$ cat src/logic/desc_attr_pkg.sv
// constants for the descriptor attribute register bank
// assumes a 32-bit AXI4-Lite slave port with 8-bit byte addresses
package desc_attr_pkg;

    // ------------------------------------------------------------
    // bus geometry
    // ------------------------------------------------------------
    localparam int ADDR_W = 8;
    localparam int DATA_W = 32;
    localparam int STRB_W = 4;

    // ------------------------------------------------------------
    // register offsets
    // ------------------------------------------------------------
    localparam logic [7:0] OFS_OBJECT_STORE = 8'h50;
    localparam logic [7:0] OFS_SUPERSPEED = 8'h54;
    localparam logic [7:0] OFS_HIGHSPEED = 8'h58;
    localparam logic [7:0] OFS_EMUL_CTRL = 8'h7C;

    // ------------------------------------------------------------
    // field slots and layout
    // ------------------------------------------------------------
    localparam int NUM_FIELDS = 7;
    localparam int FLD_BOS_LEN = 0;
    localparam int FLD_SS_CFG = 1;
    localparam int FLD_SS_DEV = 2;
    localparam int FLD_SS_POLL = 3;
    localparam int FLD_HS_CFG = 4;
    localparam int FLD_HS_DEV = 5;
    localparam int FLD_HS_POLL = 6;
    localparam int CTRL_EMUL_BIT = 0;
    localparam int CTRL_EEPROM_BIT = 1;
    localparam int CTRL_OTP_BIT = 2;
    localparam int CTRL_ACTIVE_BIT = 3;

    // ------------------------------------------------------------
    // values
    // ------------------------------------------------------------
    localparam logic [7:0] LEN_FULL = 8'h12;
    localparam logic [7:0] SS_POLL_FALLBACK = 8'h06;
    localparam logic [7:0] HS_POLL_FALLBACK = 8'h04;
    localparam logic [7:0] LEN_FALLBACK = 8'h00;
    localparam logic [NUM_FIELDS-1:0][7:0] FIELD_FALLBACK = {
        HS_POLL_FALLBACK, LEN_FALLBACK, LEN_FALLBACK,
        SS_POLL_FALLBACK, LEN_FALLBACK, LEN_FALLBACK, LEN_FALLBACK};
    localparam logic EMUL_RESET = 1'b0;
    localparam logic [1:0] RESP_OKAY = 2'h0;
    localparam logic [1:0] RESP_SLVERR = 2'h2;

endpackage : desc_attr_pkg

$ cat src/logic/image_select.sv
// picks the restore image for every attribute field
// assumes the eeprom and otp images are stable, same-clock levels
`timescale 1ns/1ps
module image_select
    import desc_attr_pkg::*;
(
    // sources present
    input wire logic eeprom_present,
    input wire logic otp_configured,
    // images
    input wire logic [desc_attr_pkg::NUM_FIELDS-1:0][7:0] eeprom_image,
    input wire logic [desc_attr_pkg::NUM_FIELDS-1:0][7:0] otp_image,
    output logic [desc_attr_pkg::NUM_FIELDS-1:0][7:0] image
);
    import desc_attr_pkg::*;

    genvar i;
    generate
        for (i = 0; i < NUM_FIELDS; i++) begin : g_field
            // eeprom first, then otp, then fixed fallback
            assign image[i] = eeprom_present ? eeprom_image[i] :
                              otp_configured ? otp_image[i] : FIELD_FALLBACK[i];
        end
    endgenerate

endmodule : image_select

$ cat src/logic/length_clamp.sv
// maps a descriptor length field to zero or the full length
// assumes purely combinational use inside one clock domain
`timescale 1ns/1ps
module length_clamp
    import desc_attr_pkg::*;
(
    // length
    input wire logic [7:0] len_in,
    output logic [7:0] len_out
);
    import desc_attr_pkg::*;

    assign len_out = (len_in == 8'h00) ? 8'h00 : LEN_FULL;

endmodule : length_clamp

$ cat src/logic/usb_descriptor_attribute_regs.sv
// descriptor attribute register bank behind an AXI4-Lite slave
// assumes one clock mclk, synchronous active-low rst_b, and
// eeprom/otp images held by the loader in the same clock domain
//
// The AXI4-Lite register port was decided locally.
`timescale 1ns/1ps

module usb_descriptor_attribute_regs
    import desc_attr_pkg::*;
(
    // clock and reset
    input wire logic mclk,
    input wire logic rst_b,
    // axi4-lite write address
    input wire logic awvalid,
    output logic awready,
    input wire logic [desc_attr_pkg::ADDR_W-1:0] awaddr,
    input wire logic [2:0] awprot,
    // axi4-lite write data
    input wire logic wvalid,
    output logic wready,
    input wire logic [desc_attr_pkg::DATA_W-1:0] wdata,
    input wire logic [desc_attr_pkg::STRB_W-1:0] wstrb,
    // axi4-lite write response
    output logic bvalid,
    input wire logic bready,
    output logic [1:0] bresp,
    // axi4-lite read address
    input wire logic arvalid,
    output logic arready,
    input wire logic [desc_attr_pkg::ADDR_W-1:0] araddr,
    input wire logic [2:0] arprot,
    // axi4-lite read data
    output logic rvalid,
    input wire logic rready,
    output logic [desc_attr_pkg::DATA_W-1:0] rdata,
    output logic [1:0] rresp,
    // configuration sources
    input wire logic eeprom_present,
    input wire logic otp_configured,
    input wire logic [desc_attr_pkg::NUM_FIELDS-1:0][7:0] eeprom_image,
    input wire logic [desc_attr_pkg::NUM_FIELDS-1:0][7:0] otp_image,
    // restore events
    input wire logic usb_bus_reset,
    input wire logic lite_reset,
    // attributes for descriptor processing
    output logic attrs_active,
    output logic [7:0] object_store_block_len,
    output logic [7:0] superspeed_poll_interval,
    output logic [7:0] superspeed_device_len,
    output logic [7:0] superspeed_config_len,
    output logic [7:0] highspeed_poll_interval,
    output logic [7:0] highspeed_device_len,
    output logic [7:0] highspeed_config_len
);
    import desc_attr_pkg::*;

    // ------------------------------------------------------------
    // state
    // ------------------------------------------------------------
    typedef struct packed {
        logic [NUM_FIELDS-1:0][7:0] fields;
        logic [NUM_FIELDS-1:0][7:0] outs;
        logic active;
        logic emul_en;
        logic reload;
        logic aw_have;
        logic [ADDR_W-1:0] aw_addr;
        logic w_have;
        logic [DATA_W-1:0] w_data;
        logic [STRB_W-1:0] w_strb;
        logic bvalid;
        logic [1:0] bresp;
        logic rvalid;
        logic [DATA_W-1:0] rdata;
        logic [1:0] rresp;
    } state_type;

    localparam state_type STATE_RESET = '{
        fields: FIELD_FALLBACK,
        outs: '0,
        active: 1'b0,
        emul_en: EMUL_RESET,
        reload: 1'b1,
        aw_have: 1'b0,
        aw_addr: '0,
        w_have: 1'b0,
        w_data: '0,
        w_strb: '0,
        bvalid: 1'b0,
        bresp: RESP_OKAY,
        rvalid: 1'b0,
        rdata: '0,
        rresp: RESP_OKAY
    };

    state_type st_r;
    state_type st_nxt;
    logic [NUM_FIELDS-1:0][7:0] image;
    logic [7:0] ss_dev_clamped;
    logic [7:0] ss_cfg_clamped;
    logic aw_hs;
    logic w_hs;
    logic ar_hs;

    // ------------------------------------------------------------
    // helpers
    // ------------------------------------------------------------
    image_select u_image (
        .eeprom_present(eeprom_present),
        .otp_configured(otp_configured),
        .eeprom_image(eeprom_image),
        .otp_image(otp_image),
        .image(image)
    );

    length_clamp u_ss_dev_clamp (
        .len_in(st_r.fields[FLD_SS_DEV]),
        .len_out(ss_dev_clamped)
    );

    length_clamp u_ss_cfg_clamp (
        .len_in(st_r.fields[FLD_SS_CFG]),
        .len_out(ss_cfg_clamped)
    );

    // ------------------------------------------------------------
    // bus handshakes
    // ------------------------------------------------------------
    assign awready = !st_r.aw_have && !st_r.bvalid;
    assign wready = !st_r.w_have && !st_r.bvalid;
    assign arready = !st_r.rvalid;
    assign aw_hs = awvalid && awready;
    assign w_hs = wvalid && wready;
    assign ar_hs = arvalid && arready;

    // ------------------------------------------------------------
    // next state
    // ------------------------------------------------------------
    always_comb begin
        st_nxt = st_r;
        if (aw_hs) begin
            st_nxt.aw_have = 1'b1;
            st_nxt.aw_addr = awaddr;
        end
        if (w_hs) begin
            st_nxt.w_have = 1'b1;
            st_nxt.w_data = wdata;
            st_nxt.w_strb = wstrb;
        end
        if (st_r.bvalid && bready) begin
            st_nxt.bvalid = 1'b0;
        end
        // write commits once address and data are both held
        if (st_nxt.aw_have && st_nxt.w_have) begin
            st_nxt.aw_have = 1'b0;
            st_nxt.w_have = 1'b0;
            st_nxt.bvalid = 1'b1;
            st_nxt.bresp = RESP_OKAY;
            // reserved lanes and bits are simply dropped
            case ({st_nxt.aw_addr[ADDR_W-1:2], 2'b00})
                OFS_OBJECT_STORE: begin
                    if (st_nxt.w_strb[0]) st_nxt.fields[FLD_BOS_LEN] = st_nxt.w_data[7:0];
                end
                OFS_SUPERSPEED: begin
                    if (st_nxt.w_strb[0]) st_nxt.fields[FLD_SS_CFG] = st_nxt.w_data[7:0];
                    if (st_nxt.w_strb[1]) st_nxt.fields[FLD_SS_DEV] = st_nxt.w_data[15:8];
                    if (st_nxt.w_strb[2]) st_nxt.fields[FLD_SS_POLL] = st_nxt.w_data[23:16];
                end
                OFS_HIGHSPEED: begin
                    if (st_nxt.w_strb[0]) st_nxt.fields[FLD_HS_CFG] = st_nxt.w_data[7:0];
                    if (st_nxt.w_strb[1]) st_nxt.fields[FLD_HS_DEV] = st_nxt.w_data[15:8];
                    if (st_nxt.w_strb[2]) st_nxt.fields[FLD_HS_POLL] = st_nxt.w_data[23:16];
                end
                OFS_EMUL_CTRL: begin
                    if (st_nxt.w_strb[0]) st_nxt.emul_en = st_nxt.w_data[CTRL_EMUL_BIT];
                end
                default: begin
                    st_nxt.bresp = RESP_SLVERR;
                end
            endcase
        end
        if (st_r.rvalid && rready) begin
            st_nxt.rvalid = 1'b0;
        end
        if (ar_hs) begin
            st_nxt.rvalid = 1'b1;
            st_nxt.rresp = RESP_OKAY;
            st_nxt.rdata = '0;
            case ({araddr[ADDR_W-1:2], 2'b00})
                OFS_OBJECT_STORE: begin
                    st_nxt.rdata = {24'h000000, st_r.fields[FLD_BOS_LEN]};
                end
                OFS_SUPERSPEED: begin
                    st_nxt.rdata = {8'h00, st_r.fields[FLD_SS_POLL], st_r.fields[FLD_SS_DEV],
                                    st_r.fields[FLD_SS_CFG]};
                end
                OFS_HIGHSPEED: begin
                    st_nxt.rdata = {8'h00, st_r.fields[FLD_HS_POLL], st_r.fields[FLD_HS_DEV],
                                    st_r.fields[FLD_HS_CFG]};
                end
                OFS_EMUL_CTRL: begin
                    st_nxt.rdata[CTRL_EMUL_BIT] = st_r.emul_en;
                    st_nxt.rdata[CTRL_EEPROM_BIT] = eeprom_present;
                    st_nxt.rdata[CTRL_OTP_BIT] = otp_configured;
                    st_nxt.rdata[CTRL_ACTIVE_BIT] = st_r.active;
                end
                default: begin
                    st_nxt.rresp = RESP_SLVERR;
                end
            endcase
        end
        // restore beats a software write in the same cycle
        st_nxt.reload = 1'b0;
        if (st_r.reload || usb_bus_reset || lite_reset) begin
            st_nxt.fields = image;
        end
        st_nxt.active = !eeprom_present && !otp_configured && st_r.emul_en;
        st_nxt.outs = '0;
        if (st_r.active) begin
            st_nxt.outs = st_r.fields;
            st_nxt.outs[FLD_SS_DEV] = ss_dev_clamped;
            st_nxt.outs[FLD_SS_CFG] = ss_cfg_clamped;
        end
    end

    always_ff @(posedge mclk) begin
        if (!rst_b) begin
            st_r <= STATE_RESET;
        end else begin
            st_r <= st_nxt;
        end
    end

    // ------------------------------------------------------------
    // outputs
    // ------------------------------------------------------------
    assign bvalid = st_r.bvalid;
    assign bresp = st_r.bresp;
    assign rvalid = st_r.rvalid;
    assign rdata = st_r.rdata;
    assign rresp = st_r.rresp;
    assign attrs_active = st_r.active;
    assign object_store_block_len = st_r.outs[FLD_BOS_LEN];
    assign superspeed_poll_interval = st_r.outs[FLD_SS_POLL];
    assign superspeed_device_len = st_r.outs[FLD_SS_DEV];
    assign superspeed_config_len = st_r.outs[FLD_SS_CFG];
    assign highspeed_poll_interval = st_r.outs[FLD_HS_POLL];
    assign highspeed_device_len = st_r.outs[FLD_HS_DEV];
    assign highspeed_config_len = st_r.outs[FLD_HS_CFG];
endmodule : usb_descriptor_attribute_regs

$ cat config.mk
export PLATFORM = sky130hd
export DESIGN_NAME = usb_descriptor_attribute_regs
export DESIGN_NICKNAME = d
export VERILOG_FILES = /design/src/logic/desc_attr_pkg.sv /design/src/logic/image_select.sv /design/src/logic/length_clamp.sv /design/src/logic/usb_descriptor_attribute_regs.sv
export SDC_FILE = /design/constraint.sdc
export NUM_CORES = 1
export LEC_CHECK = 0
export ABC_AREA = 0
export BUFFER_PORTS_ARGS = -buffer_cell sky130_fd_sc_hd__buf_2
export CELL_PAD_IN_SITES_DETAIL_PLACEMENT = 1
export CELL_PAD_IN_SITES_GLOBAL_PLACEMENT = 1
export CORE_MARGIN = 2
export CORE_UTILIZATION = 38
export DETAILED_ROUTE_END_ITERATION = 10
export PLACE_DENSITY_LB_ADDON = 0.1
export SLEW_MARGIN = 20
export SYNTH_ARGS = -nofsm -noshare
export SYNTH_HDL_FRONTEND = slang
export SYNTH_HIERARCHICAL = 1
export SYNTH_SLANG_ARGS = --single-unit
$ cat constraint.sdc
create_clock -name mclk -period 3.55 [get_ports mclk]
set_input_delay 0.71 -clock mclk [delete_from_list [all_inputs] [get_ports mclk]]
set_output_delay 0.71 -clock mclk [all_outputs]
set_load 0.01 [all_outputs]
==> flow_summary_export.csv <==
group,metric,value,unit
floorplanning,die_width,153,µm
clock_network,h-tree-depth,4,
sta,min_period_over_period,72.7,%
grt,grt_pass1_wl,39300,µm
worst_setup_path,path_cells,"nor3b_2, mux2i_1, a2111oi_4, buf_4, or2_2, a32o_1",
detailed_routing,postRouteAntennaNets,0,
yosys,ys.flop_type,"dfxtp_1",
power_and_ir_drop,power.density,490,mW/mm²
clock_network,clk_latency,0.43,ns
grt,antenna_found_initial,1,
yosys,ys_warn_count,6,
final_layout,final_layout_size_suffix_gt1_share,34.1,%
sta,max_freq,0.388,GHz
power_and_ir_drop,power_leakage,4.55,nW
place,place_area,0.00914,mm²
clock_network,cts_root_buffer,"clkbuf_16",
final_layout,finalNetCount,1230,
yosys,syn_inst,909,
final_layout,area_growth_syn_to_layout,15.0,%
place,numPlacedInstances,1310,
grt,grt_usage,21.4,%
grt,use_met2,31.8,%
place,gp_congestion,0.766,
floorplanning,die-area,0.0235,mm²
sta,grt_setup_unrepaired,"false",
grt,use_met3,4.39,%
final_layout,fin_area,0.00976,mm²
worst_setup_path,crit_path_end_kind,"flip-flop",
detailed_routing,vias,6881,
place,hpwlAfterDp,19400,µm
worst_setup_path,reg2reg_from,"bvalid$_SDFFE_PN0P_",
clock_network,cts_hold_buf,0,
floorplanning,coreArea,0.0219,mm²
flow_run,cap_violations,0,
clock_network,clock-sinks,178,
floorplanning,num_rows,54,
yosys,syn_avg_cell_area,9.33,µm²
sta,slew_headroom,47.9,%
clock_network,post_cts_buffers,0,
sta,setup_viol,0,
grt,grt-busiest-layer,"met1",
min_path,hold-path-endpoint,"bresp[1]$_SDFFE_PN0P_",
min_path,hp-start,"bresp[1]$_SDFFE_PN0P_",
power_and_ir_drop,power,0.00478,W
final_layout,post_layout_nonfiller_instances,1342,
sta,setup-tns-final,0,ns
grt,use_met1,32.0,%
yosys,synth_area,0.00848,mm²
worst_setup_path,reg2regPathDepth,6,
worst_setup_path,rrSetupSlack,0.97,ns
min_path,holdPathStages,2,
sta,worstMarginPinSlew,0.774,ns
worst_setup_path,cp_max_fo,16,
detailed_routing,drt-vias-per-instance,5.13,
worst_setup_path,r2r-end,"st_r[143]$_SDFFE_PN0P_",
final_layout,final_cell_mix,"buf_2, dfxtp_1, nand2_1, nor2_1, and3_1",
worst_setup_path,path_class,"flip-flop to flip-flop",
sta,drv_slew,0,
worst_setup_path,startpoint_type,"flip-flop",
final_layout,final_common_cell,"buf_2",
grt,grt_pass1_vias,6853,
min_path,hold_class,"flip-flop to flip-flop",
clock_network,cts_tree,"yes",
detailed_routing,drt-total-wl,25700,µm
grt,overflow,0,
clock_network,clkSlewWorstSetupHoldPaths,0.08,ns
power_and_ir_drop,peakVddDrop,0.301,mV
clock_network,numCtsBuffers,17,
outcome,status,"complete, no violations",
floorplanning,die-height,153,µm
sta,period_minus_slack,2.58,ns
yosys,ys_ff_latch,178,
worst_setup_path,critPathTopFamily,"simple AND/OR/NAND/NOR gates",
sta,finalHoldViolCount,0,
clock_network,cts_buffer_depth,2,
floorplanning,initial_core_util,38.8,%
worst_setup_path,crit_required,3.87,ns
detailed_routing,wl_per_cell,19.1,µm
worst_setup_path,worstPathArrival,2.90,ns
sta,clock_skew,0.0165,ns
yosys,ys_types,54,
detailed_routing,drtIter0Drc,397,
detailed_routing,route.detailed.drc,0,
worst_setup_path,crit_path_top_delay_cell,"mux2i_1",
place,port_buffers,249,
worst_setup_path,path_buf_inv,1,
floorplanning,ios,279,
yosys,synth_edf_count,0,
worst_setup_path,slowest_delay,0.65,ns
yosys,ys_seq_area_share,42.0,%
detailed_routing,first_pass_iters,5,
final_layout,diodes,0,
clock_network,cts_resized,0,
grt,grt_max_degree,54,
yosys,synthArstFlopShare,0,%
[power by group]
part | switching [W] | internal (W) | total (W)
clock network | 0.000903 | 0.00108 | 0.00198
logic | 0.000356 | 0.000269 | 0.000625
registers | 0.0000771 | 0.00209 | 0.00217
total | 0.00134 | 0.00344 | 0.00478
[kinds of logic (layout without fill, tap and decap cells)]
| logic type | after synthesis | count (layout) | share of synthesized area (%) |
|---|---|---|---|
| other | 3 | 22 | 0.133 |
| AND/OR/NAND/NOR | 321 | 321 | 18.7 |
| XOR/XNOR | 1 | 1 | 0.103 |
| flip-flops | 178 | 178 | 42.0 |
| AO/OA/AOI/OAI | 168 | 168 | 17.4 |
| multiplexers | 57 | 57 | 6.75 |
| buffers and inverters | 181 | 315 | 14.9 |
[synthesized netlist by cell type (all sizes together), types with 6 or more instances]
| cell | n | area [µm²] |
|---|---|---|
| a22o | 51 | 447 |
| buf | 128 | 1040 |
| or2 | 30 | 188 |
| a32o | 30 | 300 |
| nand3 | 7 | 35.0 |
| nand2 | 101 | 379 |
| clkbuf | 44 | 165 |
| a21oi | 18 | 97.6 |
| a221oi | 16 | 140 |
| dfxtp | 178 | 3560 |
| mux2i | 55 | 551 |
| inv | 6 | 22.5 |
| o211ai | 24 | 180 |
| and3 | 56 | 350 |
| nor3 | 22 | 110 |
| nor2 | 73 | 274 |
[worst register-to-register path, delay by kind of cell (launching register included)]
kind                   cells  cell delay [ns]
flip-flops                 1             0.38
multiplexers               1             0.66
AO/OA/AOI/OAI              2             0.34
AND/OR/NAND/NOR            2             0.88
buffers and inverters      1             0.22
[metrics by stage]
step	utilization (%)	hold slack (ns)	setup WS, ns
2_1_floorplan	-	0.432	0.749
3_3_place_gp	41.8	0.437	0.635
3_5_place_dp	41.8	0.454	0.575
4_1_cts	44.6	0.458	0.954
5_1_grt	44.6	0.460	0.818
6_report	44.6	0.464	0.971
[final cells by class]
class	count	area [µm²]
Fill cell	2609	12100
Clock buffer	17	425
Tap cell	280	350
Multi-Input combinational cell	569	3750
Timing Repair Buffer	277	1460
Inverter	6	22.5
Sequential cell	178	3560
Clock inverter	15	188
[registers in the layout, indices dropped and copies added (netlist names), 8 cells and up]
register	flops
object_store_block_len	8
superspeed_device_len	8
highspeed_poll_interval	8
superspeed_poll_interval	8
highspeed_device_len	8
highspeed_config_len	8
superspeed_config_len	8
rdata	24
st_r	93
[per-layer routing]
layer,routed length (µm),up-vias
met1,13300,3308
met5,0,-
li1,-,3387
met2,11100,180
met4,138,0
met3,1150,6
[how the worst max path moves through the flow]
stage	from	endpoint	slack (ns)	cells after the start
after global placement	wvalid	st_r[147]$_SDFFE_PN0P_	0.64	7
after CTS	bvalid$_SDFFE_PN0P_	st_r[143]$_SDFFE_PN0P_	0.95	6
after global routing	bvalid$_SDFFE_PN0P_	st_r[148]$_SDFFE_PN0P_	0.82	6
final	bvalid$_SDFFE_PN0P_	st_r[143]$_SDFFE_PN0P_	0.97	6
after floorplan	awvalid	st_r[157]$_SDFFE_PN0P_	0.75	7
after detailed placement	wvalid	st_r[143]$_SDFFE_PN0P_	0.57	7
No activity file was read; power rests on OpenSTA's default activity.
